[src/lsx_core_map.vh]
`ifndef LSX_CORE_MAP_VH
`define LSX_CORE_MAP_VH

// ****************************************
// reset values and direct page base
// ****************************************
`define LSX_PC_RST 16'h0000
`define LSX_SP_RST 8'hff
`define LSX_REG_RST 8'h00
`define LSX_PG_BASE 8'h00

// ****************************************
// accumulator loads
// ****************************************
`define OP_LDACC_IMM 8'hc4
`define OP_LDACC_PG 8'hc5
`define OP_LDACC_DPX 8'hc6
`define OP_LDACC_ABS 8'hc7
`define OP_LDACC_ABSY 8'hd5
`define OP_LDACC_INDX 8'hd6
`define OP_LDACC_INDY 8'hd7
`define OP_LDACC_IX 8'hd4
`define OP_LDACC_IXP 8'hdb

// ****************************************
// index loads and immediate store
// ****************************************
`define OP_STI_PG 8'he4
`define OP_LDXI_IMM 8'h1e
`define OP_LDXI_PG 8'hcc
`define OP_LDXI_DPY 8'hcd
`define OP_LDXI_ABS 8'hdc
`define OP_LDYI_IMM 8'h3e
`define OP_LDYI_PG 8'hc9
`define OP_LDYI_DPX 8'hd9
`define OP_LDYI_ABS 8'hd8

// ****************************************
// stores
// ****************************************
`define OP_STACC_PG 8'he5
`define OP_STACC_DPX 8'he6
`define OP_STACC_ABS 8'he7
`define OP_STACC_ABSY 8'hf5
`define OP_STACC_INDX 8'hf6
`define OP_STACC_INDY 8'hf7
`define OP_STACC_IX 8'hf4
`define OP_STACC_IXP 8'hfb
`define OP_STXI_PG 8'hec
`define OP_STXI_DPY 8'hed
`define OP_STXI_ABS 8'hfc
`define OP_STYI_PG 8'he9
`define OP_STYI_DPX 8'hf9
`define OP_STYI_ABS 8'hf8

// ****************************************
// transfers and exchanges
// ****************************************
`define OP_ACC2X 8'he8
`define OP_ACC2Y 8'h9f
`define OP_SP2X 8'hae
`define OP_X2ACC 8'hc8
`define OP_X2SP 8'h8e
`define OP_Y2ACC 8'hbf
`define OP_SWAX 8'hee
`define OP_SWAY 8'hde
`define OP_SWMA_PG 8'hbc
`define OP_SWMA_DPX 8'had
`define OP_SWMA_IX 8'hbb
`define OP_SWXY 8'hfe

`endif

[src/lsx_core.v]
`timescale 1ns/10ps
`include "lsx_core_map.vh"

module lsx_core (
    input wire i_clk_sys, // system clock
    input wire i_rst, // synchronous reset, active high
    input wire [7:0] i_prog_data, // program byte at o_prog_addr
    input wire [7:0] i_dmem_rdata, // data byte at o_dmem_addr
    output wire [15:0] o_prog_addr, // program fetch address
    output wire [15:0] o_dmem_addr, // data memory address
    output wire [7:0] o_dmem_wdata, // data memory write byte
    output wire o_dmem_we, // data write strobe
    output wire o_dmem_re, // data read strobe
    output wire [7:0] o_acc, // accumulator
    output wire [7:0] o_idx_x, // first index register
    output wire [7:0] o_idx_y, // second index register
    output wire [7:0] o_sp, // stack pointer
    output wire o_flag_n, // negative flag
    output wire o_flag_z, // zero flag
    output wire o_done, // high for the one cycle after an instruction's last cycle
    output wire o_illegal // opcode outside this group retired
);

    // ****************************************
    // encodings
    // ****************************************
    localparam [2:0] PH_OPC = 3'h0, PH_OP1 = 3'h1, PH_OP2 = 3'h2, PH_PLO = 3'h3;
    localparam [2:0] PH_PHI = 3'h4, PH_RD = 3'h5, PH_WR = 3'h6, PH_WAIT = 3'h7;
    localparam [3:0] M_NONE = 4'h0, M_IMM = 4'h1, M_PG = 4'h2, M_DPX = 4'h3, M_DPY = 4'h4;
    localparam [3:0] M_ABS = 4'h5, M_ABSY = 4'h6, M_INDX = 4'h7, M_INDY = 4'h8;
    localparam [3:0] M_IX = 4'h9, M_IXP = 4'ha, M_DPIMM = 4'hb;
    localparam [4:0] C_LD_ACC = 5'h00, C_LD_XI = 5'h01, C_LD_YI = 5'h02, C_ST_ACC = 5'h03, C_ST_XI = 5'h04;
    localparam [4:0] C_ST_YI = 5'h05, C_STI = 5'h06, C_ACC2X = 5'h07, C_ACC2Y = 5'h08, C_SP2X = 5'h09;
    localparam [4:0] C_X2ACC = 5'h0a, C_X2SP = 5'h0b, C_Y2ACC = 5'h0c, C_SW_AX = 5'h0d, C_SW_AY = 5'h0e;
    localparam [4:0] C_SW_MA = 5'h0f, C_SW_XY = 5'h10, C_ILL = 5'h11;

    // {length, cycles, mode, class}
    function [13:0] dec;
        input [7:0] op;
        begin
            case (op)
                `OP_LDACC_IMM: dec = {2'h2, 3'h2, M_IMM, C_LD_ACC};
                `OP_LDACC_PG: dec = {2'h2, 3'h3, M_PG, C_LD_ACC};
                `OP_LDACC_DPX: dec = {2'h2, 3'h4, M_DPX, C_LD_ACC};
                `OP_LDACC_ABS: dec = {2'h3, 3'h4, M_ABS, C_LD_ACC};
                `OP_LDACC_ABSY: dec = {2'h3, 3'h5, M_ABSY, C_LD_ACC};
                `OP_LDACC_INDX: dec = {2'h2, 3'h6, M_INDX, C_LD_ACC};
                `OP_LDACC_INDY: dec = {2'h2, 3'h6, M_INDY, C_LD_ACC};
                `OP_LDACC_IX: dec = {2'h1, 3'h3, M_IX, C_LD_ACC};
                `OP_LDACC_IXP: dec = {2'h1, 3'h4, M_IXP, C_LD_ACC};
                `OP_STI_PG: dec = {2'h3, 3'h5, M_DPIMM, C_STI};
                `OP_LDXI_IMM: dec = {2'h2, 3'h2, M_IMM, C_LD_XI};
                `OP_LDXI_PG: dec = {2'h2, 3'h3, M_PG, C_LD_XI};
                `OP_LDXI_DPY: dec = {2'h2, 3'h4, M_DPY, C_LD_XI};
                `OP_LDXI_ABS: dec = {2'h3, 3'h4, M_ABS, C_LD_XI};
                `OP_LDYI_IMM: dec = {2'h2, 3'h2, M_IMM, C_LD_YI};
                `OP_LDYI_PG: dec = {2'h2, 3'h3, M_PG, C_LD_YI};
                `OP_LDYI_DPX: dec = {2'h2, 3'h4, M_DPX, C_LD_YI};
                `OP_LDYI_ABS: dec = {2'h3, 3'h4, M_ABS, C_LD_YI};
                `OP_STACC_PG: dec = {2'h2, 3'h4, M_PG, C_ST_ACC};
                `OP_STACC_DPX: dec = {2'h2, 3'h5, M_DPX, C_ST_ACC};
                `OP_STACC_ABS: dec = {2'h3, 3'h5, M_ABS, C_ST_ACC};
                `OP_STACC_ABSY: dec = {2'h3, 3'h6, M_ABSY, C_ST_ACC};
                `OP_STACC_INDX: dec = {2'h2, 3'h7, M_INDX, C_ST_ACC};
                `OP_STACC_INDY: dec = {2'h2, 3'h7, M_INDY, C_ST_ACC};
                `OP_STACC_IX: dec = {2'h1, 3'h4, M_IX, C_ST_ACC};
                `OP_STACC_IXP: dec = {2'h1, 3'h4, M_IXP, C_ST_ACC};
                `OP_STXI_PG: dec = {2'h2, 3'h4, M_PG, C_ST_XI};
                `OP_STXI_DPY: dec = {2'h2, 3'h5, M_DPY, C_ST_XI};
                `OP_STXI_ABS: dec = {2'h3, 3'h5, M_ABS, C_ST_XI};
                `OP_STYI_PG: dec = {2'h2, 3'h4, M_PG, C_ST_YI};
                `OP_STYI_DPX: dec = {2'h2, 3'h5, M_DPX, C_ST_YI};
                `OP_STYI_ABS: dec = {2'h3, 3'h5, M_ABS, C_ST_YI};
                `OP_ACC2X: dec = {2'h1, 3'h2, M_NONE, C_ACC2X};
                `OP_ACC2Y: dec = {2'h1, 3'h2, M_NONE, C_ACC2Y};
                `OP_SP2X: dec = {2'h1, 3'h2, M_NONE, C_SP2X};
                `OP_X2ACC: dec = {2'h1, 3'h2, M_NONE, C_X2ACC};
                `OP_X2SP: dec = {2'h1, 3'h2, M_NONE, C_X2SP};
                `OP_Y2ACC: dec = {2'h1, 3'h2, M_NONE, C_Y2ACC};
                `OP_SWAX: dec = {2'h1, 3'h4, M_NONE, C_SW_AX};
                `OP_SWAY: dec = {2'h1, 3'h4, M_NONE, C_SW_AY};
                `OP_SWMA_PG: dec = {2'h2, 3'h5, M_PG, C_SW_MA};
                `OP_SWMA_DPX: dec = {2'h2, 3'h6, M_DPX, C_SW_MA};
                `OP_SWMA_IX: dec = {2'h1, 3'h5, M_IX, C_SW_MA};
                `OP_SWXY: dec = {2'h1, 3'h4, M_NONE, C_SW_XY};
                default: dec = {2'h1, 3'h2, M_NONE, C_ILL};
            endcase
        end
    endfunction

    // ****************************************
    // state
    // ****************************************
    reg [2:0] ph_ff, nxt_ph;
    reg [2:0] cnt_ff, nxt_cnt;
    reg [7:0] opc_ff, nxt_opc;
    reg [15:0] pc_ff, nxt_pc;
    reg [15:0] dad_ff, nxt_dad;
    reg [7:0] wd_ff, nxt_wd;
    reg we_ff, nxt_we;
    reg re_ff, nxt_re;
    reg [7:0] op1_ff, nxt_op1;
    reg [7:0] plo_ff, nxt_plo;
    reg [7:0] acc_ff, nxt_acc;
    reg [7:0] x_ff, nxt_x;
    reg [7:0] y_ff, nxt_y;
    reg [7:0] sp_ff, nxt_sp;
    reg n_ff, nxt_n;
    reg z_ff, nxt_z;
    reg done_ff, nxt_done;
    reg ill_ff, nxt_ill;

    reg [13:0] dcur;
    reg [1:0] len;
    reg [2:0] cyc;
    reg [3:0] mode;
    reg [4:0] cls;
    reg ld_en, fl_en, is_st;
    reg [7:0] ld_v, fl_v, st_v, sum8;

    // ****************************************
    // sequencer
    // ****************************************
    always @* begin
        // opcode is decoded straight off the bus in its own fetch cycle
        dcur = (ph_ff == PH_OPC) ? dec(i_prog_data) : dec(opc_ff);
        len = dcur[13:12];
        cyc = dcur[11:9];
        mode = dcur[8:5];
        cls = dcur[4:0];
        is_st = (cls == C_ST_ACC) || (cls == C_ST_XI) || (cls == C_ST_YI) || (cls == C_STI);
        st_v = (cls == C_ST_XI) ? x_ff : (cls == C_ST_YI) ? y_ff : acc_ff;
        nxt_ph = ph_ff;
        nxt_cnt = cnt_ff + 3'h1;
        nxt_opc = opc_ff;
        nxt_pc = pc_ff;
        nxt_dad = dad_ff;
        nxt_wd = wd_ff;
        nxt_we = 1'b0;
        nxt_re = 1'b0;
        nxt_op1 = op1_ff;
        nxt_plo = plo_ff;
        nxt_acc = acc_ff;
        nxt_x = x_ff;
        nxt_y = y_ff;
        nxt_sp = sp_ff;
        nxt_n = n_ff;
        nxt_z = z_ff;
        nxt_done = 1'b0;
        nxt_ill = 1'b0;
        ld_en = 1'b0;
        ld_v = i_dmem_rdata;
        fl_en = 1'b0;
        fl_v = 8'h00;
        sum8 = 8'h00;
        case (ph_ff)
            PH_OPC: begin
                nxt_opc = i_prog_data;
                nxt_pc = pc_ff + 16'h0001;
                if (len != 2'h1) begin
                    nxt_ph = PH_OP1;
                end else if (mode == M_IX || mode == M_IXP) begin
                    nxt_dad = {`LSX_PG_BASE, x_ff};
                    nxt_wd = st_v;
                    nxt_we = is_st;
                    nxt_re = !is_st;
                    nxt_ph = is_st ? PH_WR : PH_RD;
                end else begin
                    nxt_ph = PH_WAIT;
                end
            end
            PH_OP1: begin
                nxt_op1 = i_prog_data;
                nxt_pc = pc_ff + 16'h0001;
                sum8 = i_prog_data + ((mode == M_DPY) ? y_ff : x_ff);
                nxt_wd = st_v;
                if (len == 2'h3) begin
                    nxt_ph = PH_OP2;
                end else if (mode == M_IMM) begin
                    ld_en = 1'b1;
                    ld_v = i_prog_data;
                    nxt_ph = PH_WAIT;
                end else if (mode == M_INDX || mode == M_INDY) begin
                    nxt_dad = {`LSX_PG_BASE, (mode == M_INDX) ? sum8 : i_prog_data};
                    nxt_re = 1'b1;
                    nxt_ph = PH_PLO;
                end else begin
                    nxt_dad = {`LSX_PG_BASE, (mode == M_PG) ? i_prog_data : sum8};
                    nxt_we = is_st;
                    nxt_re = !is_st;
                    nxt_ph = is_st ? PH_WR : PH_RD;
                end
            end
            PH_OP2: begin
                nxt_pc = pc_ff + 16'h0001;
                if (mode == M_DPIMM) begin
                    nxt_dad = {`LSX_PG_BASE, op1_ff};
                    nxt_wd = i_prog_data;
                end else begin
                    nxt_dad = {i_prog_data, op1_ff} + ((mode == M_ABSY) ? {8'h00, y_ff} : 16'h0000);
                    nxt_wd = st_v;
                end
                nxt_we = is_st;
                nxt_re = !is_st;
                nxt_ph = is_st ? PH_WR : PH_RD;
            end
            PH_PLO: begin
                // pointer high byte wraps inside the direct page
                nxt_plo = i_dmem_rdata;
                sum8 = dad_ff[7:0] + 8'h01;
                nxt_dad = {dad_ff[15:8], sum8};
                nxt_re = 1'b1;
                nxt_ph = PH_PHI;
            end
            PH_PHI: begin
                nxt_dad = {i_dmem_rdata, plo_ff} + ((mode == M_INDY) ? {8'h00, y_ff} : 16'h0000);
                nxt_wd = st_v;
                nxt_we = is_st;
                nxt_re = !is_st;
                nxt_ph = is_st ? PH_WR : PH_RD;
            end
            PH_RD: begin
                ld_en = 1'b1;
                if (mode == M_IXP) begin
                    nxt_x = x_ff + 8'h01;
                end
                if (cls == C_SW_MA) begin
                    nxt_wd = acc_ff;
                    nxt_we = 1'b1;
                    nxt_ph = PH_WR;
                end else begin
                    nxt_ph = PH_WAIT;
                end
            end
            PH_WR: begin
                if (mode == M_IXP && cls == C_ST_ACC) begin
                    nxt_x = x_ff + 8'h01;
                end
                nxt_ph = PH_WAIT;
            end
            PH_WAIT: begin
                if (cnt_ff == cyc) begin
                    fl_en = 1'b1;
                    case (cls)
                        C_ACC2X: begin nxt_x = acc_ff; fl_v = acc_ff; end
                        C_ACC2Y: begin nxt_y = acc_ff; fl_v = acc_ff; end
                        C_SP2X: begin nxt_x = sp_ff; fl_v = sp_ff; end
                        C_X2ACC: begin nxt_acc = x_ff; fl_v = x_ff; end
                        C_X2SP: begin nxt_sp = x_ff; fl_v = x_ff; end
                        C_Y2ACC: begin nxt_acc = y_ff; fl_v = y_ff; end
                        C_SW_AX: begin nxt_acc = x_ff; nxt_x = acc_ff; fl_en = 1'b0; end
                        C_SW_AY: begin nxt_acc = y_ff; nxt_y = acc_ff; fl_en = 1'b0; end
                        C_SW_XY: begin nxt_x = y_ff; nxt_y = x_ff; fl_en = 1'b0; end
                        C_ILL: begin nxt_ill = 1'b1; fl_en = 1'b0; end
                        default: fl_en = 1'b0;
                    endcase
                end
            end
            default: nxt_ph = PH_OPC;
        endcase
        if (ld_en) begin
            fl_en = 1'b1;
            fl_v = ld_v;
            case (cls)
                C_LD_XI: nxt_x = ld_v;
                C_LD_YI: nxt_y = ld_v;
                default: nxt_acc = ld_v;
            endcase
        end
        if (fl_en) begin
            nxt_n = fl_v[7];
            nxt_z = (fl_v == 8'h00);
        end
        // every instruction is padded out to its full cycle count
        if (nxt_ph == PH_WAIT && cnt_ff == cyc) begin
            nxt_ph = PH_OPC;
        end
        if (nxt_ph == PH_OPC && ph_ff != PH_OPC) begin
            nxt_cnt = 3'h1;
            nxt_done = 1'b1;
        end
    end

    always @(posedge i_clk_sys) begin
        if (i_rst) begin
            ph_ff <= PH_OPC;
            cnt_ff <= 3'h1;
            opc_ff <= 8'h00;
            pc_ff <= `LSX_PC_RST;
            dad_ff <= 16'h0000;
            wd_ff <= 8'h00;
            we_ff <= 1'b0;
            re_ff <= 1'b0;
            op1_ff <= 8'h00;
            plo_ff <= 8'h00;
            acc_ff <= `LSX_REG_RST;
            x_ff <= `LSX_REG_RST;
            y_ff <= `LSX_REG_RST;
            sp_ff <= `LSX_SP_RST;
            n_ff <= 1'b0;
            z_ff <= 1'b0;
            done_ff <= 1'b0;
            ill_ff <= 1'b0;
        end else begin
            ph_ff <= nxt_ph;
            cnt_ff <= nxt_cnt;
            opc_ff <= nxt_opc;
            pc_ff <= nxt_pc;
            dad_ff <= nxt_dad;
            wd_ff <= nxt_wd;
            we_ff <= nxt_we;
            re_ff <= nxt_re;
            op1_ff <= nxt_op1;
            plo_ff <= nxt_plo;
            acc_ff <= nxt_acc;
            x_ff <= nxt_x;
            y_ff <= nxt_y;
            sp_ff <= nxt_sp;
            n_ff <= nxt_n;
            z_ff <= nxt_z;
            done_ff <= nxt_done;
            ill_ff <= nxt_ill;
        end
    end

    assign o_prog_addr = pc_ff;
    assign o_dmem_addr = dad_ff;
    assign o_dmem_wdata = wd_ff;
    assign o_dmem_we = we_ff;
    assign o_dmem_re = re_ff;
    assign o_acc = acc_ff;
    assign o_idx_x = x_ff;
    assign o_idx_y = y_ff;
    assign o_sp = sp_ff;
    assign o_flag_n = n_ff;
    assign o_flag_z = z_ff;
    assign o_done = done_ff;
    assign o_illegal = ill_ff;

endmodule

[config.mk]
export PLATFORM = sky130hd
export DESIGN_NAME = lsx_core
export DESIGN_NICKNAME = d
export VERILOG_FILES = /design/src/lsx_core.v
export VERILOG_INCLUDE_DIRS = /design/src /design/src/src
export SDC_FILE = /design/constraint.sdc
export NUM_CORES = 1
export LEC_CHECK = 0
export ABC_AREA = 0
export BUFFER_PORTS_ARGS = -buffer_cell sky130_fd_sc_hd__buf_2
export CORE_MARGIN = 5
export CORE_UTILIZATION = 37
export CTS_CLUSTER_DIAMETER = 30
export DETAILED_ROUTE_END_ITERATION = 10
export GPL_TIMING_DRIVEN = 0
export HOLD_SLACK_MARGIN = 0.12
export SYNTH_ARGS = -nofsm -noshare
export SYNTH_HDL_FRONTEND = slang
export SYNTH_SLANG_ARGS = --single-unit
[constraint.sdc]
create_clock -name i_clk_sys -period 7 [get_ports i_clk_sys]
set_input_delay 1.05 -clock i_clk_sys [delete_from_list [all_inputs] [get_ports i_clk_sys]]
set_output_delay 1.05 -clock i_clk_sys [all_outputs]
set_load 0.02 [all_outputs]
Word-level counts from Yosys, hierarchy flattened
Index checks and enable logic that the tools add are counted.

Equality and inequality tests: 130. Reductions and logical operators: 33. Multiplexer cells: 77. Bitwise operators: 3. Add/subtract/negate cells: 7.

Operators with widths (count): $pmux 14 s44 (2); $eq 8x8->1 const B (84); $mux 8 (31); $mux 16 (5); $pmux 16 s5 (1); $pmux 8 s4 (2); $pmux 8 s3 (2); $eq 5x4->1 const B (8); $add 16x8->16 (2); $pmux 8 s2 (2); $eq 5x3->1 const B (4); $mux 1 (20); $reduce_or 2->1 (10); $pmux 3 s6 (1); $add 16x1->16 const B (1); $add 8x1->8 const B (2); $eq 4x4->1 const B (4); $eq 8x5->1 const B (2); $eq 8x6->1 const B (2); $eq 3x3->1 const B (5); $mux 3 (5); $mux 14 (1); $eq 4x3->1 const B (3); $eq 5x2->1 const B (2); 30 further kinds (49).

Input bits: 18. Register bits: 108.

Depth between registers and ports, before layout
Depth after elaboration: 18. Gate-level depth with buffers: 25.

Least setup slack after synthesis
Ideal clock, no wire load.

Path type: in2reg. Start: input i_prog_data[2]. End: register dad_ff[14] (netlist: o_dmem_addr[14]). Buffers on the path: 5. Data required time: 6.872 ns. Slack: 1.821 ns. Data arrival time: 5.051 ns. Cell stages on the path: 24. Cell sequence: buf_2 > buf_4 > clkbuf_1 > nand3_1 > nand2b_1 > a311oi_1 > o41ai_1 > buf_2 > and3_1 > clkbuf_1 > and2_1 > ha_1 > fa_1 > a21o_1 > a21oi_1 > o21bai_1 > a21oi_1 > o21bai_1 > a21oi_1 > nor2_1 > nand4_1 > xnor2_1 > a222oi_1 > nor2_1.

Word-level cells in the longest chain between the ends: 8.

RTL lines: start, declared (line lsx_core.v:7) `input wire [7:0] i_prog_data,`; $eq 8x8->1 (tied with other cells) (line lsx_core.v:41) `case (op)`; $pmux 14 s44 (line lsx_core.v:41); $mux 14 (line lsx_core.v:126) `dcur = (ph_ff == PH_OPC) ? dec(i_prog_data) : dec(opc_ff);`; $eq 4x3->1 (line lsx_core.v:200) `nxt_dad = {i_prog_data, op1_ff} + ((mode == M_ABSY) ? {8'h00, y_ff} : 16'h0000);`; $mux 8 (line lsx_core.v:200); $add 16x8->16 (line lsx_core.v:200); $mux 16 (line lsx_core.v:196) `if (mode == M_DPIMM) begin`; $pmux 16 s5 (line lsx_core.v:156) `case (ph_ff)`; end signal, assigned (line lsx_core.v:309) `dad_ff <= nxt_dad;`; end, declared (line lsx_core.v:98) `reg [15:0] dad_ff, nxt_dad;`.

Several ways; a longest one is shown, not always the timed one. A chain may end at the register's enable or synchronous reset.

Final worst setup path
Start: input i_prog_data[2]. End: register dad_ff[12] (netlist: o_dmem_addr[12]).

Same word-level chain as after synthesis.

==> metrics.txt <==
RePlAce Congestion=0.981; antenna cells=0; Overall Power=3.87 mW; DRC viols=0; Initial DRT Pass Iterations=6; worst-path cell with the longest stage delay=nor3b_1; total CTS buffers=9; setup TNS=0 ns; Final period util=0.927; Slew headroom=0.308; layout cells sized above 1=0.130; initial core utilization=0.374; CTS tree=built; commonest non-fill, non-tap cell in the layout=nand2_1; final worst path period need=6.49 ns; Yosys cell types=93; Syn. warnings=0; largest net degree at the start of global routing=20; Iter 0 DRT Violations=1479; WS Path Type=in -> reg; fin. max-slew vios=0; clock transition at the registers of the reported paths=0.08 ns; post-synthesis adder-cell area fraction=0.0412; Die H=178 um; die area=31500 um2; # Post-CTS Setup Buffers=0; Max Cap Viol=0; Post-Synth Simple-Gate Area=0.309; synthesized instance count=1417; CP bufs+invs=6; Crit. End Element=flop; Crit path required time=7.23 ns; Worst VDD drop=179 uV; Synth Area in Compound Gates=0.277; Wirelength per Cell=23.5 um; sequential-to-total area share from yosys stat=0.208; DP HPWL=33.5 mm; DIE WIDTH=178 um; outcome=finished clean; worst skew pair latency=0.37 ns; total global-route track usage=0.277; pwr/cell area=332 nW/um2; first-pass GRT wire length=68.4 mm; Critical Path Start Type=input pin; Crit path arrival time=6.71 ns; Syn Area/Cell=7.34 um2; Detailed Route WL=44.7 mm; Yosys reg bits=108; xor/xnor share of the synthesized area=0.0590; FMAX=0.154 GHz; H-tree lvl count=3; final number of setup-violating endpoints=0; total congestion overflow=0; RSZ-0062 raised after global routing=false; # hold bufs at CTS=0; Final Hold Fails=0; largest family of logic cells by synthesized area=simple AND/OR/NAND/NOR gates; Post-synth EDFFs=0; final worst slack=0.513 ns; area grow syn2layout=12.2%; Clock Root Buffer=clkbuf_16; antenna-violating nets left=0; cell family with most CP delay=simple AND/OR/NAND/NOR gates; Final Util=0.420; initial antenna violation count=0; Top FF cell, synth=dfxtp_1; vias per cell=6.42; nets=1568; vias in the first global route=11300; slowest stage delay, CP=0.73 ns; most frequent CP cell=buf_2; total via count in the routed design=12200; Max clock buf depth=2; Site Rows=61; Least-Margin Pin Slew=1.03 ns; CP Max Fanout=10; Ports=96; worst min path class=reg -> reg; CTS sink cnt=108; Synth Cell Area=10400 um2; proportion of synthesized area in mux cells=0.0437; Setup WS pre-CTS=0.354 ns; filler instances=2995; net count after synthesis=1465; CTS resizes=0; most frequent cells in the layout=143 x nand2_1, 142 x nor2_1, 133 x buf_2; core area=27800 um2; port bufs=92; Layout Skew=0.0122 ns; Leak=4.43 nW; async set or reset register ratio after synthesis=0
[synthesized netlist by cell type (all sizes together), types with 14 or more instances]
cell    number  area share
ha          27       0.033
or3         16      0.0096
a21o        16       0.012
clkbuf      61       0.022
mux2i       33       0.032
nand4       18       0.011
xor2        28       0.024
o21ai       48       0.023
nor2b       17       0.010
nand2b      28       0.017
nand3b      14       0.010
o22ai       19       0.011
and3        20       0.012
a22oi       18       0.013
dfxtp      108        0.21
nand3       42       0.020
and2        27       0.016
nand4b      15       0.014
a211oi      48       0.035
a31oi       16       0.010
inv         28       0.010
nand2      143       0.052
nor2       142       0.051
buf         57       0.029
a21oi      104       0.050
a221oi      35       0.029
nor3        50       0.027
xnor2       42       0.035
[worst min-delay path: cells and delay by family, from the launching register on]
kind               cells  cell delay, ns
DFF                    1            0.32
AOI/OAI and AO/OA      1            0.05
and+or+nand+nor        1            0.05
[metal layers]
| layer | GRT usage | vias to the layer above | wire length, um |
|---|---|---|---|
| met3 | 0.0452 | 142 | 4550 |
| met1 | 0.387 | 5747 | 18700 |
| met4 | 0.100 | 0 | 1790 |
| met2 | 0.431 | 809 | 19700 |
| li1 | - | 5524 | - |
| met5 | 0 | - | 0 |
[final timing paths]
path | slack [ns] | startpoint | endpoint | depth (start not counted)
worst max-delay path | 0.51 | i_prog_data[2] | o_dmem_addr[12]$_SDFFE_PP0P_ | 25
worst min-delay path | 0.46 | o_dmem_addr[15]$_SDFFE_PP0P_ | o_dmem_addr[15]$_SDFFE_PP0P_ | 2
worst max register to register | 1.19 | dec.op[2]$_SDFFE_PP0P_ | o_dmem_addr[12]$_SDFFE_PP0P_ | 25
worst min register to register | 0.46 | o_dmem_addr[15]$_SDFFE_PP0P_ | o_dmem_addr[15]$_SDFFE_PP0P_ | 2
[area by class of cell]
| class | instances | area, um2 | area share |
|---|---|---|---|
| multi-input cells | 1162 | 7590 | 0.651 |
| plain buffers | 118 | 533 | 0.0457 |
| flip-flops and latches | 108 | 2160 | 0.185 |
| clock inverters | 7 | 106 | 0.00912 |
| clock buffers | 9 | 225 | 0.0193 |
| inverters | 29 | 109 | 0.00934 |
| repair buffers | 92 | 460 | 0.0395 |
| well taps | 378 | 473 | 0.0406 |
[power breakdown]
part	switching, mW	internal (mW)
sequential	0.139	0.732
combinational	1.59	0.807
clock	0.274	0.321
total	2.01	1.86
[logic make-up after synthesis]
kind of cell / after synthesis
AO/OA/AOI/OAI: 413
XOR/XNOR: 70
adder cells (fa/ha/maj): 33
buffers and inverters: 147
flip-flops: 108
multiplexers: 44
AND/OR/NAND/NOR: 602
[per-stage QoR]
stage | hold WS [ns] | area, um2 | std cells
2_1_floorplan | 0.441 | 10400 | 1417
3_3_place_gp | 0.442 | 11300 | 1887
3_5_place_dp | 0.450 | 11300 | 1887
4_1_cts | 0.467 | 11700 | 1903
5_1_grt | 0.492 | 11700 | 1903
6_report | 0.464 | 11700 | 1903
Note: power is estimated with default switching activity, not from simulation.
